### src/mat_pkg.sv
// constants and types for the microstep angle translator
package mat_pkg;

	// ****************************************
	// widths and table geometry
	// ****************************************
	localparam int ANGLE_W = 6;
	localparam int MAG_W = 6;
	localparam int RES_W = 3;
	localparam logic [5:0] ANGLE_MAX = 6'h3f;
	localparam logic [5:0] HOME_ANGLE = 6'h08;
	localparam logic [5:0] HOME_ANGLE_FULL1 = 6'h00;
	localparam logic [5:0] FULL2_OFFSET = 6'h08;
	localparam logic [5:0] ZERO_OFFSET = 6'h00;
	// electrical advance per increment, in thousandths of a degree
	localparam int DEG_PER_STEP_MILLI = 5625;

	// ****************************************
	// grid spacing per resolution
	// ****************************************
	localparam logic [5:0] GRID_FULL = 6'h10;
	localparam logic [5:0] GRID_HALF = 6'h08;
	localparam logic [5:0] GRID_QUARTER = 6'h04;
	localparam logic [5:0] GRID_EIGHTH = 6'h02;
	localparam logic [5:0] GRID_SIXTEENTH = 6'h01;

	// ****************************************
	// resolution select encodings
	// ****************************************
	localparam logic [2:0] RES_FULL1 = 3'h0;
	localparam logic [2:0] RES_HALF_COMP = 3'h1;
	localparam logic [2:0] RES_QUARTER = 3'h2;
	localparam logic [2:0] RES_EIGHTH = 3'h3;
	localparam logic [2:0] RES_SIXTEENTH = 3'h4;
	localparam logic [2:0] RES_FULL2 = 3'h5;
	localparam logic [2:0] RES_HALF_UNCOMP = 3'h6;

	// ****************************************
	// reset values
	// ****************************************
	localparam logic [5:0] MAG_RESET = 6'h00;

	// one-hot control state
	typedef enum logic [1:0] {
		ST_HOME = 2'b01,
		ST_RUN = 2'b10
	} mat_state_type;

	// per-edge step request taken straight from the direction and resolution pins, without synchronisation
	typedef struct packed {
		logic dir_fwd;
		logic [2:0] res;
	} mat_req_type;

	// drive word handed to the current regulator
	typedef struct packed {
		logic [5:0] angle;
		logic [5:0] mag_a;
		logic [5:0] mag_b;
		logic compensated;
	} mat_drive_type;

endpackage : mat_pkg

### src/mat_step_sync.sv
// step input synchroniser with rising edge detector
`timescale 1ns/1ns
module mat_step_sync (
	// clock and reset
	input wire logic mclk,
	input wire logic rstn,
	// raw step pin
	input wire logic step_in,
	// one-cycle pulse per rising edge
	output logic step_rise
);

	logic meta_reg;
	logic sync_reg;
	logic prev_reg;

	// two-flop synchroniser; the first stage feeds only the second
	always_ff @(posedge mclk or negedge rstn) begin
		if (!rstn) begin
			meta_reg <= 1'b0;
			sync_reg <= 1'b0;
			prev_reg <= 1'b0;
		end else begin
			meta_reg <= step_in;
			sync_reg <= meta_reg;
			prev_reg <= sync_reg;
		end
	end

	// edge taken from the settled stage only
	assign step_rise = sync_reg & ~prev_reg;

endmodule : mat_step_sync

### src/mat_translator.sv
// step and direction translator producing the phase table angle
`timescale 1ns/1ns
module mat_translator (
	// clock and reset
	input wire logic mclk,
	input wire logic rstn,
	// controller pins
	input wire logic step_in,
	input wire logic dir_in,
	input wire logic [2:0] resolution_select,
	input wire logic sleep_in,
	// phase current table entry at angle_out
	input wire logic [5:0] table_mag_a,
	input wire logic [5:0] table_mag_b,
	input wire logic [5:0] full_scale_phase_entry,
	// results
	output logic [5:0] angle_out,
	output mat_pkg::mat_drive_type drive_out,
	output logic step_done
);

	// ****************************************
	// declarations
	// ****************************************
	logic step_rise;
	mat_pkg::mat_req_type req;
	mat_pkg::mat_state_type state_reg;
	mat_pkg::mat_state_type state_next;
	logic [5:0] angle_reg;
	logic [5:0] angle_next;
	logic [5:0] home_sel;
	logic [5:0] grid;
	logic [5:0] offset;
	logic [5:0] rel;
	logic [5:0] rel_floor;
	logic [5:0] rel_new;
	logic uncomp;
	mat_pkg::mat_drive_type drive_reg;
	logic done_reg;

	// ****************************************
	// step edge detection
	// ****************************************
	mat_step_sync u_sync (
		.mclk(mclk),
		.rstn(rstn),
		.step_in(step_in),
		.step_rise(step_rise)
	);

	// direction and resolution are sampled with the detected edge
	assign req.dir_fwd = dir_in;
	assign req.res = resolution_select;

	// ****************************************
	// grid of valid angles for the sampled resolution
	// ****************************************
	// unused code 7 falls back to sixteenth so a bad strap never stalls motion
	always_comb begin
		offset = mat_pkg::ZERO_OFFSET;
		case (req.res)
			mat_pkg::RES_FULL1: grid = mat_pkg::GRID_FULL;
			mat_pkg::RES_FULL2: begin
				grid = mat_pkg::GRID_FULL;
				offset = mat_pkg::FULL2_OFFSET;
			end
			mat_pkg::RES_HALF_COMP: grid = mat_pkg::GRID_HALF;
			mat_pkg::RES_HALF_UNCOMP: grid = mat_pkg::GRID_HALF;
			mat_pkg::RES_QUARTER: grid = mat_pkg::GRID_QUARTER;
			mat_pkg::RES_EIGHTH: grid = mat_pkg::GRID_EIGHTH;
			default: grid = mat_pkg::GRID_SIXTEENTH;
		endcase
	end

	// ****************************************
	// next angle on the new grid
	// ****************************************
	// work relative to the grid offset so off-grid angles snap to the
	// nearest valid one in the direction of travel; 6-bit math wraps at 64
	always_comb begin
		rel = angle_reg - offset;
		rel_floor = rel & ~(grid - 6'h01);
		if (req.dir_fwd) begin
			rel_new = rel_floor + grid;
		end else if (rel_floor == rel) begin
			rel_new = rel - grid;
		end else begin
			rel_new = rel_floor;
		end
		angle_next = rel_new + offset;
	end

	// home depends on the selection present when homing happens
	assign home_sel = (resolution_select == mat_pkg::RES_FULL1) ?
		mat_pkg::HOME_ANGLE_FULL1 : mat_pkg::HOME_ANGLE;

	// ****************************************
	// control state
	// ****************************************
	// sleep holds the block homing; leaving it reloads home on the next clock
	always_comb begin
		case (state_reg)
			mat_pkg::ST_HOME: state_next = sleep_in ? mat_pkg::ST_HOME : mat_pkg::ST_RUN;
			mat_pkg::ST_RUN: state_next = sleep_in ? mat_pkg::ST_HOME : mat_pkg::ST_RUN;
			default: state_next = mat_pkg::ST_HOME;
		endcase
	end

	always_ff @(posedge mclk or negedge rstn) begin
		if (!rstn) begin
			state_reg <= mat_pkg::ST_HOME;
		end else begin
			state_reg <= state_next;
		end
	end

	// ****************************************
	// step angle counter
	// ****************************************
	// reset loads a constant; the selection-dependent home lands in ST_HOME
	always_ff @(posedge mclk or negedge rstn) begin
		if (!rstn) begin
			angle_reg <= mat_pkg::HOME_ANGLE;
		end else if (state_reg == mat_pkg::ST_HOME) begin
			angle_reg <= home_sel;
		end else if (step_rise) begin
			angle_reg <= angle_next;
		end
	end

	// one-cycle pulse after each accepted step
	always_ff @(posedge mclk or negedge rstn) begin
		if (!rstn) begin
			done_reg <= 1'b0;
		end else begin
			done_reg <= step_rise && (state_reg == mat_pkg::ST_RUN);
		end
	end

	// ****************************************
	// phase magnitude targets
	// ****************************************
	// uncompensated half step forces any nonzero phase to full scale, so the
	// in-between positions drive both phases at full current, signs from table
	assign uncomp = (resolution_select == mat_pkg::RES_HALF_UNCOMP);

	always_ff @(posedge mclk or negedge rstn) begin
		if (!rstn) begin
			drive_reg <= '0;
		end else begin
			drive_reg.angle <= angle_reg;
			drive_reg.compensated <= ~uncomp;
			if (uncomp && (table_mag_a != mat_pkg::MAG_RESET)) begin
				drive_reg.mag_a <= full_scale_phase_entry;
			end else begin
				drive_reg.mag_a <= table_mag_a;
			end
			if (uncomp && (table_mag_b != mat_pkg::MAG_RESET)) begin
				drive_reg.mag_b <= full_scale_phase_entry;
			end else begin
				drive_reg.mag_b <= table_mag_b;
			end
		end
	end

	// ****************************************
	// outputs
	// ****************************************
	assign angle_out = angle_reg;
	assign drive_out = drive_reg;
	assign step_done = done_reg;
endmodule : mat_translator

### config.mk
export PLATFORM = sky130hd
export DESIGN_NAME = mat_translator
export DESIGN_NICKNAME = d
export VERILOG_FILES = /design/src/mat_pkg.sv /design/src/mat_step_sync.sv /design/src/mat_translator.sv
export SDC_FILE = /design/constraint.sdc
export NUM_CORES = 1
export LEC_CHECK = 0
export BUFFER_PORTS_ARGS = -buffer_cell sky130_fd_sc_hd__buf_2
export CAP_MARGIN = 20
export CORE_AREA = 10 10 83 85
export CTS_BUF_LIST = sky130_fd_sc_hd__clkbuf_4 sky130_fd_sc_hd__clkbuf_8 sky130_fd_sc_hd__clkbuf_16
export CTS_CLUSTER_SIZE = 14
export DETAILED_ROUTE_END_ITERATION = 16
export DIE_AREA = 0 0 93 95
export PLACE_DENSITY = 0.62
export SLEW_MARGIN = 20
export SYNTH_ARGS = -nofsm -noshare
export SYNTH_HDL_FRONTEND = slang
export SYNTH_SLANG_ARGS = --single-unit
### constraint.sdc
create_clock -name mclk -period 2.85 [get_ports mclk]
set_input_delay 0.1425 -clock mclk [delete_from_list [all_inputs] [get_ports mclk]]
set_output_delay 0.1425 -clock mclk [all_outputs]
set_load 0.1 [all_outputs]
==> flow_summary.ini, run 1 <==
[global_route]
grt.overflow.total = 0
track_usage_pct = 11.9
grt_pass1_vias = 1875
grt_pass1_wl_mm = 8.71
grt_start_max_net_pins = 32
antenna_found_initial = 0

[worst_hold_path]
worst_hold_path.endpoint = state_reg[1]
hp-start = sleep_in
min_path_type = input pin to flip-flop
worst_hold_stages = 2

[finish]
largest_reg_flops = 19
diodes = 0
post-route-cell-area_um2 = 2850
layout.cells.most_common = buf_2
filler_cell_count = 528
final_layout_size_suffix_gt1_share_pct = 39.4
design.final.nets = 366
layout_common_cells = 51 x buf_2, 47 x nand2_1, 40 x buf_4
total_area_of_multi_input_combinational_cells_um2 = 1240
sequential_cell_area_um2 = 792
layout-area-overhead-vs-synth_pct = 39.5
fin_util_pct = 53.4

[setup_path]
timing.critical_path.from = angle_out[1]
setup.worst_path.start_class = flip-flop
setup.worst_path.end_class = flip-flop
timing.rr.end = angle_out[5]
category_of_the_critical_setup_timing_path = flip-flop to flip-flop
ff2ff_path_depth = 15
worstPathArrival_ns = 3.28
crit-reg2reg-launch = angle_out[1]
timing.critical_path.fanout_max = 4
critical_path_required_ns = 2.97
rrSetupSlack_ns = -0.31

[clock_network]
tritoncts_num_sinks = 31
clock_tree_from_tritoncts = yes
h-tree-depth = 2
clock_latency_ns = 0.27
cts-buffers-inserted = 5
cts_root_buffer = clkbuf_8
cts.path.max_buffers = 2
clkTransAtPathRegs_ns = 0.06

[placed_design]
place.detailed.hpwl_mm = 4.40
dpl-instance-area_um2 = 2680
place.gp.congestion = 0.890
preCtsSetupSlack_ns = -0.359
port_buffers = 51

[sta]
maxSlewViolCount = 0
timing.fmax_mhz = 316
finClkSkew_ns = 0.00523
setup_total_negative_slack_ns = -0.311
worst_slew_margin_rel_pct = 51.1
setup_repair_after_global_routing_missed_its_margin = yes
setup_slack_ns = -0.311
layout_worst_path_cycle_share_pct = 111
tightestPinTransition_ns = 0.732
hold_viol_final = 0
setup_viol = 1
period_needed_ns = 3.16

[drt]
wire_per_inst_um = 13.5
drt_wl_total_mm = 5.30
antenna_violating_nets_left = 0
drcViolationCount = 0
dr.pass1.iters = 4
route.vias.total = 1904
drt_first_iter_violations = 81
via_per_inst = 4.83

[pwr]
p_comb_share_pct = 59.1
cellLeakagePower_nw = 1.41
power_per_cell_area_nw_per_um2 = 801
power.ir.vdd_worst_mv = 0.531
power.switching_mw = 1.11
total_power_mw = 2.29
internal_power_mw = 1.17
share_clk_of_total_power_pct = 15.2
seqPwrFrac_pct = 25.7
power.switching_fraction_pct = 48.7

[outcome]
status = complete, but fails checks
failed_checks = setup timing

[floorplan]
io_pins = 52
core_area_um2 = 5340
die_h_um = 95
floorplan.rows = 27
initial_utilization_pct = 38.3
die-area_um2 = 8840
die_w_um = 93

[run]
maxCapViolCount = 0

[logic_synthesis]
synth_edf_count = 0
synth_warnings = 0
yosysSeqAreaShare_pct = 38.1
synth-seq-cells = 31
syn-cell-area_um2 = 2040
syn-instance-count = 231
ys_dominant_reg_cell = dfrtp_1
fraction_of_synthesis_flops_using_an_asynchronous_set_or_reset_pin_pct = 100
synth_area_per_cell_um2 = 8.85
syn_nets = 276
synth_cell_types = 48
-- metrics by stage --
| step | hold slack (ns) | instances |
|---|---|---|
| after detailed placement | 0.225 | 380 |
| after CTS | 0.0279 | 393 |
| after floorplan | -0.153 | 231 |
| after global placement | 0.211 | 380 |
| after global routing | 0.0337 | 394 |
| final | 0.0321 | 394 |
-- worst max path at each step --
stage / end
final: angle_out[5]
after global routing: angle_out[5]
after CTS: angle_out[5]
after detailed placement: angle_out[5]
after global placement: angle_out[5]
after floorplan: angle_out[5]
-- power by group through the flow --
stage	logic [mW]	registers (mW)	clock network (mW)
after floorplan	0.489	1.09	0
after global placement	1.32	0.592	0
after detailed placement	1.33	0.594	0
after CTS	1.35	0.588	0.358
after global routing	1.46	0.596	0.386
final	1.35	0.587	0.348
-- critical path, cell delays in order, from the launching register on --
cell       delay [ns]
dfrtp_4          0.49
xor2_1           0.15
o2bb2ai_1        0.18
ha_2             0.24
nor3_1           0.06
o31ai_1          0.23
o2bb2ai_1        0.18
a21oi_1          0.10
o31a_1           0.31
o22ai_2          0.15
ha_2             0.21
xor2_2           0.19
nor4_2           0.07
o211ai_1         0.19
o21a_1           0.17
o2111ai_2        0.11
-- cells in the mapped netlist, drive strengths merged (3+ instances only) --
| library cell | instances | area share [%] |
|---|---|---|
| a211oi | 3 | 1.3 |
| a21oi | 12 | 2.9 |
| buf | 3 | 1.2 |
| clkbuf | 7 | 1.3 |
| dfrtp | 29 | 35 |
| ha | 18 | 11 |
| inv | 17 | 3.1 |
| mux2i | 3 | 1.5 |
| nand2 | 47 | 8.6 |
| nand2b | 4 | 1.2 |
| nor2 | 17 | 3.1 |
| nor2b | 6 | 1.8 |
| nor3 | 4 | 0.98 |
| nor4 | 4 | 1.2 |
| o21a | 3 | 1.1 |
| o21ai | 9 | 2.2 |
| xnor2 | 4 | 1.7 |
| xor2 | 4 | 1.7 |
-- per-layer routing --
| layer | wire [um] | part of all wire (%) | track usage, % |
|---|---|---|---|
| met1 | 2350 | 44 | 14.5 |
| met2 | 2700 | 51 | 20.2 |
| met3 | 181 | 3.4 | 3.17 |
| met5 | 0 | 0 | 0 |
| met4 | 67 | 1.3 | 3.21 |
-- kinds of logic after synthesis --
kind of cell | Yosys count | share of synthesized area (%)
buffers and inverters | 27 | 5.57
and+or+nand+nor | 92 | 20.4
xor gates and xnor gates | 8 | 3.43
AOI/OAI and AO/OA | 50 | 18.5
muxes | 4 | 2.02
DFF | 31 | 38.1
adders and majority gates | 19 | 12.0
-- repair_timing --
item / CTS / global route
setup buffers: 3 / 1
pin swaps: 6 / 10
endpoints found under the setup margin: 1 / 1
gates resized for setup: 2 / 4
hold buffers: 2 / 0
hold endpoints to repair: 30 / 0
-- area by class of cell --
class	instances	share of cell area, %
tap	72	3.16
sequential	31	27.8
multi-input combinational	173	43.3
inverter	17	2.24
clock buffer	7	3.16
timing repair buffer	93	20.2
clock inverter	1	0.175
Power figures use the tool's default switching activity.
==> inputs of run 2 (changes only) <==
Settings changed: CTS_BUF_LIST sky130_fd_sc_hd__clkbuf_4 sky130_fd_sc_hd__clkbuf_8 sky130_fd_sc_hd__clkbuf_16 to sky130_fd_sc_hd__clkbuf_8, REMOVE_ABC_BUFFERS from default to 1, SETUP_SLACK_MARGIN from default to 0.3.
==> run 2 against run 1 <==
Net effect:
- the run still ends with setup timing left
- critical endpoint unchanged
- die area did not move
- final cell count fell by 1.3%
- cell area fell by 1.9%
- total power rose by 0.15%
- clock power barely moved
- first-iteration DRC count fell by 1.2%
==> flow_summary.ini, run 2 (synthesis results as in run 1) <==
[setup_path]
worst_path_max_delay_cell = dfrtp_1
setup.worst_path.end_class = flip-flop
path_cells = buf_6 -> o2bb2ai_2 -> ha_2 -> o211ai_1 -> o31ai_2 -> o2bb2ai_1 -> buf_4 -> buf_4 -> nand3_2 -> nand2_1 -> o22ai_1 -> ha_2 -> xor2_4 -> nor4_2 -> o211ai_1 -> o21a_1 -> o2111ai_1
ff2ff_path_depth = 17
timing.critical_path.fanout_max = 10
crit-reg2reg-launch = angle_out[1]
worstPathArrival_ns = 3.17
cp_slowest_stage_delay_ns = 0.41
critical_path_cell_count = 17
timing.rr.end = angle_out[5]
critical_path_required_ns = 2.99
category_of_the_critical_setup_timing_path = flip-flop to flip-flop
worstPathBufferInverterCount = 3
rrSetupSlack_ns = -0.18
cpLargestDelayFamily = compound AO/OA/AOI/OAI gates
timing.critical_path.from = angle_out[1]
setup.worst_path.end = angle_out[5]
setup.worst_path.start_class = flip-flop

[global_route]
grt_start_max_net_pins = 32
grt_pass1_wl_mm = 9.01
grt_pass1_vias = 2030
antenna_found_initial = 0
grt.overflow.total = 0
track_usage_pct = 12.6

[sta]
period_needed_ns = 3.03
hold_viol_final = 0
tightestPinTransition_ns = 0.660
worst_slew_margin_rel_pct = 55.9
finClkSkew_ns = 0.00462
setup_slack_ns = -0.179
timing.fmax_mhz = 330
layout_worst_path_cycle_share_pct = 106
setup_repair_after_global_routing_missed_its_margin = yes
setup_viol = 1
maxSlewViolCount = 0
fin_worst_hold_slack_ns = 0.0118

[placed_design]
port_buffers = 51
place.gp.congestion = 0.886
post-place-cells = 377
place.detailed.hpwl_mm = 4.15

[outcome]
status = complete, but fails checks
failed_checks = setup timing

[clock_network]
tritoncts_num_sinks = 31
cts_root_buffer = clkbuf_8
clock_tree_from_tritoncts = yes
cts.path.max_buffers = 2
clock_latency_ns = 0.28
clkTransAtPathRegs_ns = 0.07
cts-buffers-inserted = 5
h-tree-depth = 2

[drt]
drt_wl_total_mm = 5.46
drt_first_iter_violations = 80
antenna_violating_nets_left = 0
route.vias.total = 1941
dr.pass1.iters = 4
drcViolationCount = 0
wire_per_inst_um = 14.0
via_per_inst = 4.99

[finish]
diodes = 0
fin_util_pct = 52.4
layout.cells.most_common = buf_2
layout-area-overhead-vs-synth_pct = 36.9
final_layout_size_suffix_gt1_share_pct = 37.2
layout_common_cells = 51 x buf_2, 46 x nand2_1, 34 x buf_4
filler_cell_count = 534
finalNonFillerCells = 389
design.final.nets = 361
largest_reg_flops = 19

[pwr]
power_per_cell_area_nw_per_um2 = 818
cellLeakagePower_nw = 1.40
power.ir.vdd_worst_mv = 0.431

[floorplan]
die_w_um = 93
core_area_um2 = 5340
die-area_um2 = 8840
die_h_um = 95
io_pins = 52
initial_utilization_pct = 38.3
floorplan.rows = 27

[run]
maxCapViolCount = 0

[worst_hold_path]
worst_hold_stages = 2
min_path_type = input pin to flip-flop
==> run 2: cell count changes in the layout (fill, tap and decap cells not counted), sizes merged <==
cell	before	now
clkbuf	7	6
buf	91	86
inv	17	18
==> run 2: per-stage QoR <==
step	worst slack [ns]	TNS (ns)	cell area [um2]	power [mW]
floorplan	-0.769	-0.972	1990	1.52
global placement	-0.350	-0.350	2590	1.87
detailed placement	-0.423	-0.423	2590	1.88
CTS	-0.121	-0.121	2750	2.28
global route	-0.352	-0.352	2800	2.43
finish	-0.179	-0.179	2800	2.29
==> run 2: how the worst min path moves through the flow <==
| stage | start | endpoint | slack, ns |
|---|---|---|---|
| after floorplan | rstn | angle_out[0] | -0.15 |
| after detailed placement | rstn | drive_out[1] | 0.22 |
| after CTS | sleep_in | state_reg[1] | 0.004 |
| final | sleep_in | state_reg[1] | 0.01 |
| after global placement | rstn | drive_out[1] | 0.22 |
| after global routing | sleep_in | state_reg[1] | 0.01 |
==> run 2: cell type report <==
class                      instances  area (um2)  share of cell area (%)
clock inverter                     2        8.76                   0.313
tap                               72        90.1                    3.22
timing repair buffer              88         542                    19.4
sequential                        31         778                    27.8
clock buffer                       6        82.6                    2.95
inverter                          17        63.8                    2.28
multi-input combinational        173        1230                    44.1
==> run 2: report_power, final <==
group | internal [mW] | switching (mW)
logic | 0.430 | 0.937
registers | 0.528 | 0.0431
clock network | 0.191 | 0.160
total | 1.15 | 1.14
==> run 2: what timing repair did <==
action	CTS	global route
hold buffers	2	0
endpoints found under the hold margin	30	0
setup endpoints to repair	2	3
gates cloned	0	0
pin swaps	8	8
gates resized for setup	10	9
setup buffers	1	1
==> run 2: layer usage <==
layer / vias up / part of all wire [%] / track usage [%]
met2: 59 / 46 / 20.6
met4: 0 / 1.7 / 5.66
met5: - / 0 / 0
met3: 8 / 8.9 / 5.39
li1: 958 / - / -
met1: 916 / 43 / 14.1
